$ cat src/inc/pfr_pkg.sv
// constants and types shared by the power-fail restart control
`default_nettype none
package pfr_pkg;
  localparam int CLK_HZ = 50_000_000;
  localparam int RUN_WAIT_S = 2;
  localparam int RUN_WAIT_CYC = RUN_WAIT_S * CLK_HZ;
  localparam int TC_STEP_S = 6;
  localparam int TC_STEP_CYC = TC_STEP_S * CLK_HZ;
  localparam logic [15:0] TC_MIN = 16'h0005;
  localparam logic [15:0] TC_MAX = 16'h02EE;
  localparam logic [9:0] TC_DEF_SMALL = 10'h032;
  localparam logic [9:0] TC_DEF_LARGE = 10'h064;
  localparam logic [15:0] LEVEL_RST = 16'h0064;
  localparam logic [15:0] START_FREQ_RST = 16'h0005;
  localparam logic [2:0] MODE_TRIP = 3'h0;
  localparam logic [2:0] MODE_TRIP_LATE = 3'h1;
  localparam logic [2:0] MODE_RIDE = 3'h3;
  localparam logic [2:0] MODE_SAVED = 3'h4;
  localparam logic [2:0] MODE_START = 3'h5;
  localparam logic [2:0] MODE_RST = 3'h0;
  localparam logic [3:0] REG_CTRL = 4'h0;
  localparam logic [3:0] REG_TC = 4'h1;
  localparam logic [3:0] REG_LEVEL = 4'h2;
  localparam logic [3:0] REG_START = 4'h3;
  localparam logic [3:0] REG_STATUS = 4'h4;
  localparam logic [3:0] REG_MASK = 4'h5;
  localparam logic [3:0] REG_SAVED = 4'h6;
  localparam logic [3:0] REG_STATE = 4'h7;
  localparam int CTRL_CLR_BIT = 4;
  localparam int EV_UV = 0;
  localparam int EV_PF = 1;
  localparam int EV_RESTART = 2;
  localparam int EV_CANCEL = 3;
  localparam int EV_OVL = 4;
  localparam int SYN_UV = 0;
  localparam int SYN_CONT = 1;
  localparam int SYN_PWR = 2;
  localparam int SYN_RUN = 3;
  localparam int SYN_STRAP = 4;
  typedef enum logic [4:0] {
    ST_RUN = 5'h01,
    ST_CONT = 5'h02,
    ST_COAST = 5'h04,
    ST_WAIT = 5'h08,
    ST_TRIP = 5'h10
  } pf_state_t;
endpackage
`default_nettype wire

$ cat src/inc/ovl_if.sv
// link between restart control and the thermal overload model
`timescale 1ns/10ps
`default_nettype none
interface ovl_if;
  logic [9:0] tc;
  logic [15:0] level;
  logic [15:0] current;
  logic alarm;
  modport ctl (output tc, output level, output current, input alarm);
  modport model (input tc, input level, input current, output alarm);
endinterface
`default_nettype wire

$ cat src/rtl/thermal_overload.sv
// electronic thermal overload detector
`timescale 1ns/10ps
`default_nettype none
module thermal_overload #(
  parameter int TICK_CYC = pfr_pkg::TC_STEP_CYC
) (
  input wire logic mclk_in,
  input wire logic sys_rst_in,
  ovl_if.model ovl
);
  typedef struct packed {
    logic [31:0] tick;
    logic [9:0] tenths;
    logic alarm;
  } th_state_t;
  th_state_t st_r, st_nxt;
  logic hot;

  always_comb begin
    // zero level means protection off
    hot = (ovl.level != 16'h0000) &&
      ({1'b0, ovl.current, 1'b0} >=
       ({2'b00, ovl.level} + {1'b0, ovl.level, 1'b0}));
    st_nxt = st_r;
    if (!hot) begin
      // no heat memory: cools at once below 150 percent
      st_nxt = '0;
    end else if (st_r.tenths >= ovl.tc) begin
      st_nxt.alarm = 1'b1;
    end else if (st_r.tick == 32'(TICK_CYC - 1)) begin
      st_nxt.tick = 32'h0000_0000;
      st_nxt.tenths = st_r.tenths + 10'h001;
    end else begin
      st_nxt.tick = st_r.tick + 32'h0000_0001;
    end
  end

  always_ff @(posedge mclk_in or posedge sys_rst_in) begin
    if (sys_rst_in) begin
      st_r <= '0;
    end else begin
      st_r <= st_nxt;
    end
  end

  assign ovl.alarm = st_r.alarm;
endmodule
`default_nettype wire

$ cat src/rtl/restart_wait_timer.sv
// run-command wait timer for the restart sequence
`timescale 1ns/10ps
`default_nettype none
module restart_wait_timer #(
  parameter int WAIT_CYC = pfr_pkg::RUN_WAIT_CYC
) (
  input wire logic mclk_in,
  input wire logic sys_rst_in,
  input wire logic start_in,
  input wire logic stop_in,
  output logic expire_out
);
  typedef struct packed {
    logic [31:0] cnt;
    logic busy;
    logic expire;
  } tm_state_t;
  tm_state_t st_r, st_nxt;

  always_comb begin
    st_nxt = st_r;
    st_nxt.expire = 1'b0;
    if (stop_in) begin
      st_nxt.busy = 1'b0;
      st_nxt.cnt = 32'h0000_0000;
    end else if (start_in) begin
      st_nxt.busy = 1'b1;
      st_nxt.cnt = 32'h0000_0000;
    end else if (st_r.busy) begin
      if (st_r.cnt == 32'(WAIT_CYC - 1)) begin
        st_nxt.busy = 1'b0;
        st_nxt.expire = 1'b1;
      end else begin
        st_nxt.cnt = st_r.cnt + 32'h0000_0001;
      end
    end
  end

  always_ff @(posedge mclk_in or posedge sys_rst_in) begin
    if (sys_rst_in) begin
      st_r <= '0;
    end else begin
      st_r <= st_nxt;
    end
  end

  assign expire_out = st_r.expire;
endmodule
`default_nettype wire

$ cat src/rtl/power_fail_restart_control.sv
// power-fail restart supervisor with thermal time-constant setting
//
// Behaviour
// - the time constant stays within 0.5 to 75.0 min in 0.1 min steps.
// - overload alarm once 150% of the level lasts the time constant.
// - default time constant is 5 min small and 10 min large motors.
// - mode 0: undervoltage shuts output, raises the alarm, coasts.
// - mode 1: output shuts silently, the alarm comes when power returns.
// - mode 3: below the continuous level, ride-through control starts.
// - mode 3: at undervoltage store frequency, shut output, coast.
// - mode 4: at undervoltage store frequency, shut output, coast.
// - modes 3 and 4 restart at the stored frequency on power and run.
// - mode 5 restarts at the starting frequency on power and run.
// - modes 3, 4 and 5 arm the restart on their own when power returns.
// - a zero overload level switches the thermal protection off.
// - after recovery a run command is awaited 2 s, else no restart.
//
// The implementer's own choices: strobed register access and the register addresses.
`timescale 1ns/10ps
`default_nettype none
module power_fail_restart_control #(
  parameter int RUN_WAIT_CYC = pfr_pkg::RUN_WAIT_CYC,
  parameter int TC_STEP_CYC = pfr_pkg::TC_STEP_CYC
) (
  input wire logic mclk_in,
  input wire logic sys_rst_in,
  input wire logic [3:0] reg_addr_in,
  input wire logic [15:0] reg_wdata_in,
  input wire logic reg_wr_in,
  input wire logic reg_rd_in,
  output logic [15:0] reg_rdata_out,
  input wire logic bus_below_uv_in,
  input wire logic bus_below_cont_in,
  input wire logic power_restored_in,
  input wire logic run_cmd_in,
  input wire logic large_capacity_in,
  input wire logic [15:0] out_freq_in,
  input wire logic [15:0] motor_current_in,
  output logic output_shutdown_out,
  output logic uv_alarm_out,
  output logic cont_run_out,
  output logic restart_req_out,
  output logic [15:0] restart_freq_out,
  output logic [15:0] saved_freq_out,
  output logic ovl_alarm_out,
  output logic irq_out
);
  typedef struct packed {
    logic [4:0] sync1;
    logic [4:0] sync2;
    logic [1:0] boot;
    logic loaded;
    logic [2:0] power_fail_restart_mode;
    logic [2:0] pf_mode;
    logic [9:0] thermal_time_constant_setting;
    logic [15:0] overload_detect_level_setting;
    logic [15:0] starting_frequency_setting;
    logic [4:0] status;
    logic [4:0] mask;
    logic [15:0] saved;
    pfr_pkg::pf_state_t state;
    logic shutdown;
    logic uv_alarm;
    logic cont_run;
    logic restart_req;
    logic [15:0] restart_freq;
    logic ovl_q;
    logic irq;
    logic wait_start;
    logic [15:0] rdata;
  } ctl_state_t;
  ctl_state_t st_r, st_nxt;

  logic uv_s, cont_s, pwr_s, run_s, strap_s;
  logic [2:0] mode_f;
  logic [4:0] ev;
  logic stat_clr;
  logic expired;
  logic run_like;

  function automatic logic [2:0] fold_mode(input logic [2:0] v);
    case (v)
      pfr_pkg::MODE_TRIP_LATE, pfr_pkg::MODE_RIDE,
      pfr_pkg::MODE_SAVED, pfr_pkg::MODE_START: fold_mode = v;
      default: fold_mode = pfr_pkg::MODE_TRIP;
    endcase
  endfunction

  assign uv_s = st_r.sync2[pfr_pkg::SYN_UV];
  assign cont_s = st_r.sync2[pfr_pkg::SYN_CONT];
  assign pwr_s = st_r.sync2[pfr_pkg::SYN_PWR];
  assign run_s = st_r.sync2[pfr_pkg::SYN_RUN];
  assign strap_s = st_r.sync2[pfr_pkg::SYN_STRAP];
  assign mode_f = fold_mode(st_r.power_fail_restart_mode);
  assign run_like = (st_r.state == pfr_pkg::ST_RUN) ||
    (st_r.state == pfr_pkg::ST_CONT);

  ovl_if ovl_bus ();
  assign ovl_bus.tc = st_r.thermal_time_constant_setting;
  assign ovl_bus.level = st_r.overload_detect_level_setting;
  assign ovl_bus.current = motor_current_in;

  thermal_overload #(.TICK_CYC(TC_STEP_CYC)) u_thermal (
    .mclk_in(mclk_in),
    .sys_rst_in(sys_rst_in),
    .ovl(ovl_bus.model)
  );

  restart_wait_timer #(.WAIT_CYC(RUN_WAIT_CYC)) u_wait (
    .mclk_in(mclk_in),
    .sys_rst_in(sys_rst_in),
    .start_in(st_r.wait_start),
    .stop_in(st_r.state != pfr_pkg::ST_WAIT),
    .expire_out(expired)
  );

  always_comb begin
    st_nxt = st_r;
    ev = 5'h00;
    stat_clr = 1'b0;
    st_nxt.sync1 = {large_capacity_in, run_cmd_in, power_restored_in,
      bus_below_cont_in, bus_below_uv_in};
    st_nxt.sync2 = st_r.sync1;
    st_nxt.restart_req = 1'b0;
    st_nxt.wait_start = 1'b0;
    st_nxt.rdata = 16'h0000;
    st_nxt.ovl_q = ovl_bus.alarm;
    ev[pfr_pkg::EV_OVL] = ovl_bus.alarm && !st_r.ovl_q;
    // strap sampled once the synchroniser has settled
    if (!st_r.loaded) begin
      st_nxt.boot = st_r.boot + 2'h1;
      if (st_r.boot == 2'h3) begin
        st_nxt.loaded = 1'b1;
        st_nxt.thermal_time_constant_setting = strap_s ?
          pfr_pkg::TC_DEF_LARGE : pfr_pkg::TC_DEF_SMALL;
      end
    end
    case (st_r.state)
      pfr_pkg::ST_RUN, pfr_pkg::ST_CONT: begin
        if (uv_s) begin
          ev[pfr_pkg::EV_PF] = 1'b1;
          st_nxt.shutdown = 1'b1;
          st_nxt.cont_run = 1'b0;
          st_nxt.pf_mode = mode_f;
          st_nxt.state = pfr_pkg::ST_COAST;
          case (mode_f)
            pfr_pkg::MODE_TRIP_LATE: begin
              st_nxt.uv_alarm = 1'b0;
            end
            pfr_pkg::MODE_RIDE, pfr_pkg::MODE_SAVED: begin
              st_nxt.saved = out_freq_in;
            end
            pfr_pkg::MODE_START: begin
              st_nxt.saved = st_r.saved;
            end
            default: begin
              st_nxt.uv_alarm = 1'b1;
              ev[pfr_pkg::EV_UV] = 1'b1;
              st_nxt.state = pfr_pkg::ST_TRIP;
            end
          endcase
        end else if (mode_f == pfr_pkg::MODE_RIDE && cont_s) begin
          st_nxt.cont_run = 1'b1;
          st_nxt.state = pfr_pkg::ST_CONT;
        end else begin
          st_nxt.cont_run = 1'b0;
          st_nxt.state = pfr_pkg::ST_RUN;
        end
      end
      pfr_pkg::ST_COAST: begin
        if (pwr_s && !uv_s) begin
          if (st_r.pf_mode == pfr_pkg::MODE_TRIP_LATE) begin
            st_nxt.uv_alarm = 1'b1;
            ev[pfr_pkg::EV_UV] = 1'b1;
            st_nxt.state = pfr_pkg::ST_TRIP;
          end else begin
            st_nxt.state = pfr_pkg::ST_WAIT;
            st_nxt.wait_start = 1'b1;
          end
        end
      end
      pfr_pkg::ST_WAIT: begin
        if (uv_s) begin
          st_nxt.state = pfr_pkg::ST_COAST;
        end else if (run_s) begin
          st_nxt.restart_req = 1'b1;
          st_nxt.shutdown = 1'b0;
          ev[pfr_pkg::EV_RESTART] = 1'b1;
          st_nxt.state = pfr_pkg::ST_RUN;
          if (st_r.pf_mode == pfr_pkg::MODE_START) begin
            st_nxt.restart_freq = st_r.starting_frequency_setting;
          end else begin
            st_nxt.restart_freq = st_r.saved;
          end
        end else if (expired) begin
          ev[pfr_pkg::EV_CANCEL] = 1'b1;
          st_nxt.state = pfr_pkg::ST_TRIP;
        end
      end
      pfr_pkg::ST_TRIP: begin
        st_nxt.shutdown = 1'b1;
      end
      default: begin
        st_nxt.shutdown = 1'b1;
        st_nxt.state = pfr_pkg::ST_TRIP;
      end
    endcase
    if (reg_wr_in) begin
      case (reg_addr_in)
        pfr_pkg::REG_CTRL: begin
          st_nxt.power_fail_restart_mode = reg_wdata_in[2:0];
          if (reg_wdata_in[pfr_pkg::CTRL_CLR_BIT] &&
              st_r.state == pfr_pkg::ST_TRIP) begin
            st_nxt.state = pfr_pkg::ST_RUN;
            st_nxt.shutdown = 1'b0;
            st_nxt.uv_alarm = 1'b0;
          end
        end
        pfr_pkg::REG_TC: begin
          // out-of-range settings clamp rather than reject
          if (reg_wdata_in < pfr_pkg::TC_MIN) begin
            st_nxt.thermal_time_constant_setting =
              pfr_pkg::TC_MIN[9:0];
          end else if (reg_wdata_in > pfr_pkg::TC_MAX) begin
            st_nxt.thermal_time_constant_setting =
              pfr_pkg::TC_MAX[9:0];
          end else begin
            st_nxt.thermal_time_constant_setting = reg_wdata_in[9:0];
          end
        end
        pfr_pkg::REG_LEVEL: begin
          st_nxt.overload_detect_level_setting = reg_wdata_in;
        end
        pfr_pkg::REG_START: begin
          st_nxt.starting_frequency_setting = reg_wdata_in;
        end
        pfr_pkg::REG_MASK: begin
          st_nxt.mask = reg_wdata_in[4:0];
        end
        default: begin
          st_nxt.mask = st_r.mask;
        end
      endcase
    end
    if (reg_rd_in) begin
      case (reg_addr_in)
        pfr_pkg::REG_CTRL: st_nxt.rdata = {13'h0000,
          st_r.power_fail_restart_mode};
        pfr_pkg::REG_TC: st_nxt.rdata = {6'h00,
          st_r.thermal_time_constant_setting};
        pfr_pkg::REG_LEVEL: st_nxt.rdata = st_r.overload_detect_level_setting;
        pfr_pkg::REG_START: st_nxt.rdata = st_r.starting_frequency_setting;
        pfr_pkg::REG_STATUS: begin
          st_nxt.rdata = {11'h000, st_r.status};
          stat_clr = 1'b1;
        end
        pfr_pkg::REG_MASK: st_nxt.rdata = {11'h000, st_r.mask};
        pfr_pkg::REG_SAVED: st_nxt.rdata = st_r.saved;
        pfr_pkg::REG_STATE: st_nxt.rdata = {11'h000, st_r.state};
        default: st_nxt.rdata = 16'h0000;
      endcase
    end
    // a new event beats the clearing read
    st_nxt.status = (stat_clr ? 5'h00 : st_r.status) | ev;
    st_nxt.irq = |(st_nxt.status & st_nxt.mask);
  end

  always_ff @(posedge mclk_in or posedge sys_rst_in) begin
    if (sys_rst_in) begin
      st_r <= '0;
      st_r.state <= pfr_pkg::ST_RUN;
      st_r.power_fail_restart_mode <= pfr_pkg::MODE_RST;
      st_r.thermal_time_constant_setting <= pfr_pkg::TC_DEF_SMALL;
      st_r.overload_detect_level_setting <= pfr_pkg::LEVEL_RST;
      st_r.starting_frequency_setting <= pfr_pkg::START_FREQ_RST;
    end else begin
      st_r <= st_nxt;
    end
  end

  assign reg_rdata_out = st_r.rdata;
  assign output_shutdown_out = st_r.shutdown;
  assign uv_alarm_out = st_r.uv_alarm;
  assign cont_run_out = st_r.cont_run;
  assign restart_req_out = st_r.restart_req;
  assign restart_freq_out = st_r.restart_freq;
  assign saved_freq_out = st_r.saved;
  assign ovl_alarm_out = st_r.ovl_q;
  assign irq_out = st_r.irq;
endmodule
`default_nettype wire

$ cat config.mk
export PLATFORM = sky130hd
export DESIGN_NAME = power_fail_restart_control
export DESIGN_NICKNAME = d
export VERILOG_FILES = /design/src/inc/pfr_pkg.sv /design/src/inc/ovl_if.sv /design/src/rtl/thermal_overload.sv /design/src/rtl/restart_wait_timer.sv /design/src/rtl/power_fail_restart_control.sv
export SDC_FILE = /design/constraint.sdc
export NUM_CORES = 1
export LEC_CHECK = 0
export ABC_AREA = 1
export BUFFER_PORTS_ARGS = -buffer_cell sky130_fd_sc_hd__buf_2
export CORE_MARGIN = 2
export CORE_UTILIZATION = 55
export CTS_CLUSTER_DIAMETER = 200
export DETAILED_ROUTE_END_ITERATION = 7
export GPL_TIMING_DRIVEN = 0
export PLACE_DENSITY = 0.79
export SYNTH_ARGS = -nofsm -noshare
export SYNTH_HDL_FRONTEND = slang
export SYNTH_SLANG_ARGS = --single-unit
$ cat constraint.sdc
create_clock -name mclk_in -period 6.32 [get_ports mclk_in]
set_input_delay 0.948 -clock mclk_in [delete_from_list [all_inputs] [get_ports mclk_in]]
set_output_delay 0.948 -clock mclk_in [all_outputs]
set_load 0.01 [all_outputs]
==> reports/qor_table.md, run 1 <==
| Quantity | This run |
| --- | --- |
| Outcome | finished, final reports clean |
| I/O Buffers | 114 |
| Switching fraction of total power | 0.3179 |
| CTS buffer count | 24 |
| Simple-Gate Fraction of Synth Area | 0.2471 |
| DRC Markers | 0 |
| Drt initial violations | 1,059 |
| Data arrival time of the critical path | 4530 ps |
| Cell type with the highest aggregate area in the netlist | sky130_fd_sc_hd__dfrtp_1 |
| DIE WIDTH | 153.9 microns |
| Startpoint class of the critical path | register |
| Placer Congestion | 0.9601 |
| Final-stage net count | 1,821 |
| Post-synthesis share of cell area spent on xor and xnor gates | 0.03757 |
| Top cells by area, synth | sky130_fd_sc_hd__dfrtp_1, sky130_fd_sc_hd__nand2_1, sky130_fd_sc_hd__o21ai_0 |
| Drt pass-1 iters | 6 |
| Worst-path fanout max | 10 |
| Largest family of logic cells by synthesized area | simple AND/OR/NAND/NOR gates |
| Top-level port count | 115 |
| Post-synthesis mux area share | 0 |
| Maximum clock skew at final layout | 6.350 ps |
| Hold-fix buffers at CTS | 0 |
| Peak supply drop | 0.2522 mV |
| Floorplan die area | 0.02368 sq mm |
| Final sum of negative setup slack | 0 ps |
| Height of the chip | 153.9 microns |
| Worst hold margin | 345.9 ps |
| Transition at the pin with the smallest max-transition slack | 952.2 ps |
| Post-synthesis compound-gate area fraction | 0.1330 |
| Clock power share | 0.371 |
| Initial antenna violation count | 0 |
| Number of placement rows | 54 |
| Count of flip-flops with a built-in enable after synthesis | 0 |
| Clock network latency to the later pin of the worst-skew pair | 510 ps |
| Period utilisation layout | 0.6532 |
| Total wire length | 32.38 mm |
| Final HPWL from detailed placement | 24.67 mm |
| Power per standard cell area | 271.1 mW/mm^2 |
| Worst setup timing slack at the placement stage | 2252 ps |
| GRT Max-Usage Layer | met2 |
| Worst slew margin | 0.3603 |
| Count of nets left with antenna violations after detail routing | 0 |
| TritonCTS Sinks | 208 |
| Count of buffers added by post-CTS timing repair for setup | 0 |
| Inserted Diodes | 0 |
| Overflow after GRT | 0 |
| Avg Synthesized Cell Area | 7.915 sq um |
| Core area | 0.02196 sq mm |
| Cell count after synthesis | 1,561 |
| Vias per cell | 5.557 |
| Min setup slack post-route | 2192 ps |
| Number of global-route vias before repair | 10.70k |
| Met1 global-route usage | 0.4042 |
| Share of cells above drive strength 1 | 0.1618 |
| Most instantiated cells after synthesis | sky130_fd_sc_hd__nand2_1, sky130_fd_sc_hd__dfrtp_1, sky130_fd_sc_hd__inv_1, sky130_fd_sc_hd__o21ai_0, sky130_fd_sc_hd__nor2_1 |
| Post-synthesis sequential area ratio | 0.4222 |
| Number of library cell types mapped by synthesis | 60 |
| Combinational share of power | 0.232 |
| Post-synthesis instance area | 0.01236 sq mm |
| Sequential share of power | 0.397 |
| TritonCTS clock tree | yes |
| Number of max-cap violations | 0 |
| Post-cts gate resize count | 0 |
| Met2 Track Usage GR | 0.4378 |
| Unrepaired setup endpoints after global routing | no |
| Signed area change from the synthesized netlist to the final layout | 14.90% |
| Adder-Cell Fraction of Synth Area | 0.05529 |
| Via Count | 11.14k |
| Synth warn | 0 |
| Upper clock frequency limit | 242.2 MHz |
| Global-route wire length before repair | 53.78 mm |
| Final hold vios | 0 |
| Fraction of registers with async set/reset | 1.000 |
| Average wire per cell in the routed design | 16.16 microns |
| Cell with the most instances after synthesis | sky130_fd_sc_hd__nand2_1 |
| Final Slew Violations | 0 |
| # fillers | 1,873 |
| Syn nets | 1,676 |
| Internal power | 2.625 mW |
| Synth Register Bits | 208 |
| CTS root buffer | sky130_fd_sc_hd__clkbuf_16 |
| Tmin final | 4128 ps |
| Maximum level of the CTS H-tree | 1 |
| Total leakage power | 7.002 nW |
| Finish-stage setup viols | 0 |
| Sw Pwr | 1.224 mW |
| Buffer depth of the longest clock path | 3 |
| Share of the synthesized area in the top cell type | 0.4030 |
| Critical path endpoint category | register |
| Class of the tightest hold or removal check | reg -> reg |
| Worst EP required | 6720 ps |
| Primary flip-flop cell chosen by synthesis mapping | sky130_fd_sc_hd__dfrtp_1 |
| Initial standard-cell utilization of the core | 0.5627 |
| Pin count of the biggest net entering global routing | 43 |
| Global router's overall resource usage | 0.2775 |
| Clock-pin transition on the worst setup and hold timing paths | 60 ps |
| Met3 track demand over resource in global routing | 0.03749 |
| Critical Setup Path Class | reg -> reg |
-- path summary, 6_finish.rpt --
path                                         startpoint                             end  slack [ps]  depth (start not counted)
hold / removal                    st_nxt[121]$_DFF_PP0_             st_r[121]$_DFF_PP0_         350                          0
setup reg to reg           ovl_bus.level[2]$_DFFE_PP1P_  u_thermal.st_r[38]$_DFFE_PP0P_        2190                         25
max in group asynchronous                    sys_rst_in         ovl_bus.tc[1]$_DFF_PP1_        4840                          4
hold reg to reg                   st_nxt[121]$_DFF_PP0_             st_r[121]$_DFF_PP0_         350                          0
min in group asynchronous                    sys_rst_in   saved_freq_out[4]$_DFFE_PP0P_         540                          2
setup / recovery           ovl_bus.level[2]$_DFFE_PP1P_  u_thermal.st_r[38]$_DFFE_PP0P_        2190                         25
-- cell families (layout without fill, tap and decap cells) --
kind of cell	Yosys count	in the layout
flops	208	208
xor+xnor	53	53
buf+inv	281	444
fa+ha+maj	54	54
compound gates	283	283
simple gates	682	682
-- power by group through the flow --
stage          logic [mW]  registers, mW  clock network (mW)
6_report            0.892           1.53                1.43
5_1_grt              1.00           1.54                1.50
4_1_cts             0.890           1.52                1.45
3_5_place_dp        0.884           1.55                   0
3_3_place_gp        0.860           1.54                   0
2_1_floorplan       0.643           1.51                   0
-- cell type report --
| class | count | area [sq um] | share of cell area |
|---|---|---|---|
| multi-input cells | 1072 | 5843 | 0.4116 |
| inverters | 196 | 742.0 | 0.05227 |
| flip-flops and latches | 208 | 5216 | 0.3674 |
| repair buffers | 119 | 670.6 | 0.04724 |
| well taps | 280 | 350.3 | 0.02468 |
| plain buffers | 85 | 558.0 | 0.03931 |
| clock buffers | 32 | 671.9 | 0.04733 |
| clock inverters | 12 | 143.9 | 0.01014 |
-- through the flow --
stage | area [sq um] | instances | power (mW) | utilization
2_1_floorplan | 12360 | 1561 | 2.155 | -
3_3_place_gp | 13280 | 1955 | 2.404 | 0.6048
3_5_place_dp | 13380 | 1960 | 2.431 | 0.6093
4_1_cts | 14200 | 2004 | 3.860 | 0.6465
5_1_grt | 14200 | 2004 | 4.043 | 0.6465
6_report | 14200 | 2004 | 3.849 | 0.6465
-- critical path, cell delays in order (launching register included) --
cell	delay [ps]
sky130_fd_sc_hd__dfstp_2	640
sky130_fd_sc_hd__inv_1	70
sky130_fd_sc_hd__ha_1	370
sky130_fd_sc_hd__a21oi_1	210
sky130_fd_sc_hd__nand2_1	100
sky130_fd_sc_hd__nand2_1	80
sky130_fd_sc_hd__nand2_1	50
sky130_fd_sc_hd__a21oi_1	220
sky130_fd_sc_hd__o21ai_0	180
sky130_fd_sc_hd__a31oi_1	190
sky130_fd_sc_hd__xor2_1	90
sky130_fd_sc_hd__ha_1	280
sky130_fd_sc_hd__nand3_1	110
sky130_fd_sc_hd__nor2_1	150
sky130_fd_sc_hd__a21oi_1	80
sky130_fd_sc_hd__nand2_1	70
sky130_fd_sc_hd__nand2_1	50
sky130_fd_sc_hd__nand2_1	50
sky130_fd_sc_hd__nand2_1	50
sky130_fd_sc_hd__nand2_1	250
sky130_fd_sc_hd__nand2_4	180
sky130_fd_sc_hd__inv_4	140
sky130_fd_sc_hd__nand2_4	100
sky130_fd_sc_hd__buf_6	180
sky130_fd_sc_hd__nand2_1	60
sky130_fd_sc_hd__nand2_1	50
-- sequential cells by signal (all words and copies together) (netlist names), 5 cells and up --
name,count
ovl_bus.tc,10
reg_rdata_out,16
u_wait.st_r,33
st_r,43
restart_freq_out,16
u_thermal.st_r,42
saved_freq_out,16
ovl_bus.level,16
st_nxt,5
-- cell usage in the layout, fill, tap and decap left out, drive strengths merged, types with 4 or more instances in the layout --
cell type	netlist	final
nand2	360	360
dfrtp	199	199
inv	196	196
buf	65	184
o21ai	165	165
nor2	137	137
nand3	99	99
ha	53	53
clkbuf	20	52
a21oi	40	40
xor2	37	37
nand4	31	31
nor3	31	31
o22ai	20	20
nor4	20	20
xnor2	16	16
a31oi	11	11
dfstp	9	9
o221ai	7	7
o2111ai	6	6
clkinv	0	6
a221oi	5	5
o32ai	4	4
o211ai	4	4
o31ai	4	4
-- per-layer routing --
| layer | wire length [microns] | share of wire |
|---|---|---|
| met3 | 2280 | 0.070 |
| met1 | 14830 | 0.46 |
| met4 | 741 | 0.023 |
| met5 | 0 | 0 |
| met2 | 14530 | 0.45 |
No activity file was read; power rests on OpenSTA's default activity.
==> inputs of run 2 (changes only) <==
Settings changed: CORE_UTILIZATION 55 to 60, PLACE_DENSITY 0.79 to 0.81.
Clock period 6.32 ns to 4 ns, I/O delays scaled along.
==> reports/qor_table.md, run 2 (synthesis results as in run 1) <==
| Quantity | This run | vs previous |
| --- | --- | --- |
| Slowest cell delay on critical path | 470 ps | -170 ps |
| Peak supply drop | 0.3210 mV | +27% |
| Most frequent cells in the layout | sky130_fd_sc_hd__nand2_1, sky130_fd_sc_hd__dfrtp_1, sky130_fd_sc_hd__inv_1 |  |
| Share of cells above drive strength 1 | 0.1710 | +0.009166 |
| Tmin final | 3743 ps | -385.1 ps |
| Worst slew margin | 0.3899 | +0.02956 |
| Upper clock frequency limit | 267.2 MHz | +10% |
| # fillers | 1,603 | -14% |
| Via Count | 11.38k | +2.2% |
| Number of placement rows | 52 | -3.7% |
| Post-route total power | 6.158 mW | +60% |
| Clock-pin transition on the worst setup and hold timing paths | 60 ps | about the same |
| Outcome | finished, final reports clean |  |
| Worst hold margin | 192.8 ps | -153.1 ps |
| Drt initial violations | 1,008 | -4.8% |
| Maximum level of the CTS H-tree | 1 | unchanged |
| TritonCTS Sinks | 208 | unchanged |
| Number of flip-flops in the largest register | 43 | unchanged |
| Maximum clock skew at final layout | 8.396 ps | +2.047 ps |
| Critical Setup Path Class | reg -> reg |  |
| DIE WIDTH | 147.5 microns | -4.1% |
| Startpoint class of the critical path | register |  |
| Cell mode on critical path | sky130_fd_sc_hd__nand2_1 |  |
| Period utilisation layout | 0.9358 | +0.2826 |
| Clock network latency to the later pin of the worst-skew pair | 510 ps | about the same |
| Worst setup timing slack at the placement stage | -54.52 ps | -2307 ps |
| Height of the chip | 147.5 microns | -4.1% |
| Pin count of the biggest net entering global routing | 43 | unchanged |
| Total leakage power | 7.046 nW | +0.64% |
| Finish-stage setup viols | 0 | unchanged |
| Slowest-stage cell, CP | sky130_fd_sc_hd__dfrtp_2 |  |
| Post-layout util | 0.7060 | +0.05948 |
| Core area | 0.02023 sq mm | -7.9% |
| Total wire length | 33.09 mm | +2.2% |
| Final-stage net count | 1,828 | +0.38% |
| Buffer depth of the longest clock path | 3 | unchanged |
| Global router's overall resource usage | 0.3066 | +0.02908 |
| Number of global-route vias before repair | 10.86k | +1.5% |
| Hold-fix buffers at CTS | 0 | unchanged |
| Overflow after GRT | 0 | unchanged |
| Final sum of negative setup slack | 0 ps | unchanged |
| Final HPWL from detailed placement | 25.08 mm | +1.6% |
| Inserted Diodes | 0 | unchanged |
| DRC Markers | 0 | unchanged |
| Signed area change from the synthesized netlist to the final layout | 15.62% |  |
| Cell area after layout | 0.01429 sq mm | +0.63% |
| Most common cell after layout, fill and taps aside | sky130_fd_sc_hd__nand2_1 |  |
| Class of the tightest hold or removal check | in -> reg |  |
| CTS root buffer | sky130_fd_sc_hd__clkbuf_16 |  |
| Drt pass-1 iters | 5 | -1 |
| Number of placed instances, taps included | 1,950 | -0.51% |
| Min setup slack post-route | 256.8 ps | -1935 ps |
| Placed Instance Area | 0.01337 sq mm | about the same |
| Placer Congestion | 0.9198 | -4.2% |
| Power per standard cell area | 431.1 mW/mm^2 | +59% |
| TritonCTS clock tree | yes |  |
| Critical path endpoint category | register |  |
| Count of buffer and inverter cells on the critical path | 3 | unchanged |
| Average wire per cell in the routed design | 16.54 microns | +2.4% |
| Count of nets left with antenna violations after detail routing | 0 | unchanged |
| Final Slew Violations | 0 | unchanged |
| Global-route wire length before repair | 54.30 mm | +0.96% |
| Worst-path fanout max | 10 | unchanged |
| Unrepaired setup endpoints after global routing | no |  |
| Leading registers by flop count | st_r (43), u_thermal.st_r (42), u_wait.st_r (33) |  |
| Data arrival time of the critical path | 4140 ps | -390 ps |
| Final hold vios | 0 | unchanged |
| CTS buffer count | 24 | unchanged |
| Top reg by flops | st_r |  |
| Worst EP required | 4400 ps | -2320 ps |
| Vias per cell | 5.685 | +2.3% |
| I/O Buffers | 114 | unchanged |
| Floorplan die area | 0.02176 sq mm | -8.1% |
| Initial antenna violation count | 1 | +1 |
| Layout Cells excl Fill | 2,001 | -0.15% |
| Top-level port count | 115 | unchanged |
| Number of max-cap violations | 0 | unchanged |
| Transition at the pin with the smallest max-transition slack | 908.2 ps | -44.01 ps |
| Initial standard-cell utilization of the core | 0.6106 | +0.04795 |
| Cell family with the largest share of critical-path delay | simple AND/OR/NAND/NOR gates |  |
==> run 2: worst paths after layout <==
path                            slack [ps]                         start                              to  cells after the start
worst min register to register         350         st_nxt[125]$_DFF_PP0_             st_r[125]$_DFF_PP0_                      0
max in group asynchronous             2810                    sys_rst_in         ovl_bus.tc[1]$_DFF_PP1_                      4
worst min-delay path                   190             large_capacity_in           st_nxt[125]$_DFF_PP0_                      1
min in group asynchronous              230                    sys_rst_in       restart_req_out$_DFF_PP0_                      2
worst max register to register         260  ovl_bus.level[0]$_DFFE_PP0P_  u_thermal.st_r[31]$_DFFE_PP0P_                     25
worst max-delay path                   260  ovl_bus.level[0]$_DFFE_PP0P_  u_thermal.st_r[31]$_DFFE_PP0P_                     25
==> run 2: final cells by class <==
class / instances / area [sq um] / area share
buffer: 85 / 564.3 / 0.03950
clock buffer: 31 / 678.2 / 0.04747
clock inverter: 13 / 145.1 / 0.01016
inverter: 196 / 742.0 / 0.05194
multi-input combinational: 1072 / 5876 / 0.4113
sequential: 208 / 5219 / 0.3653
tap: 270 / 337.8 / 0.02365
timing repair buffer: 126 / 723.2 / 0.05063
==> run 2: where the power goes <==
part	total, mW	leakage (nW)	switching (mW)	internal (mW)
Sequential	2.41	2.68	0.148	2.26
Clock	2.26	0.407	0.869	1.39
Combinational	1.49	3.96	0.940	0.550
==> run 2: worst reg2reg max path, cell delays in order, from the launching register on <==
cell	delay, ps
sky130_fd_sc_hd__dfrtp_2	470
sky130_fd_sc_hd__ha_1	260
sky130_fd_sc_hd__fa_2	360
sky130_fd_sc_hd__nand3_1	120
sky130_fd_sc_hd__nand3_2	110
sky130_fd_sc_hd__a21oi_2	210
sky130_fd_sc_hd__o21ai_2	120
sky130_fd_sc_hd__a21oi_2	190
sky130_fd_sc_hd__xor2_1	100
sky130_fd_sc_hd__ha_1	300
sky130_fd_sc_hd__nand2_1	70
sky130_fd_sc_hd__inv_1	50
sky130_fd_sc_hd__nand3_1	110
sky130_fd_sc_hd__nor2_2	120
sky130_fd_sc_hd__a21oi_1	70
sky130_fd_sc_hd__nand2_1	70
sky130_fd_sc_hd__nand2_1	40
sky130_fd_sc_hd__nand2_1	50
sky130_fd_sc_hd__nand2_1	80
sky130_fd_sc_hd__nand2_4	140
sky130_fd_sc_hd__nand2_8	100
sky130_fd_sc_hd__inv_4	110
sky130_fd_sc_hd__nand2_4	100
sky130_fd_sc_hd__buf_8	180
sky130_fd_sc_hd__nand2_1	60
sky130_fd_sc_hd__nand2_1	40
==> run 2: timing repair <==
item / 4_1_cts / 5_1_grt
endpoints found under the hold margin: 0 / 0
gates resized for setup: 1 / 13
setup endpoints to repair: 25 / 43
pin swaps: 0 / 3
buffers inserted: 0 / 7
==> run 2: metal layers <==
metal / GRT usage / wire length [microns] / vias to the layer above
met2: 0.4912 / 15480 / 416
met4: 0.07885 / 678 / 2
li1: - / - / 5454
met1: 0.4448 / 14780 / 5443
met5: 0 / 13 / -
met3: 0.04012 / 2134 / 61
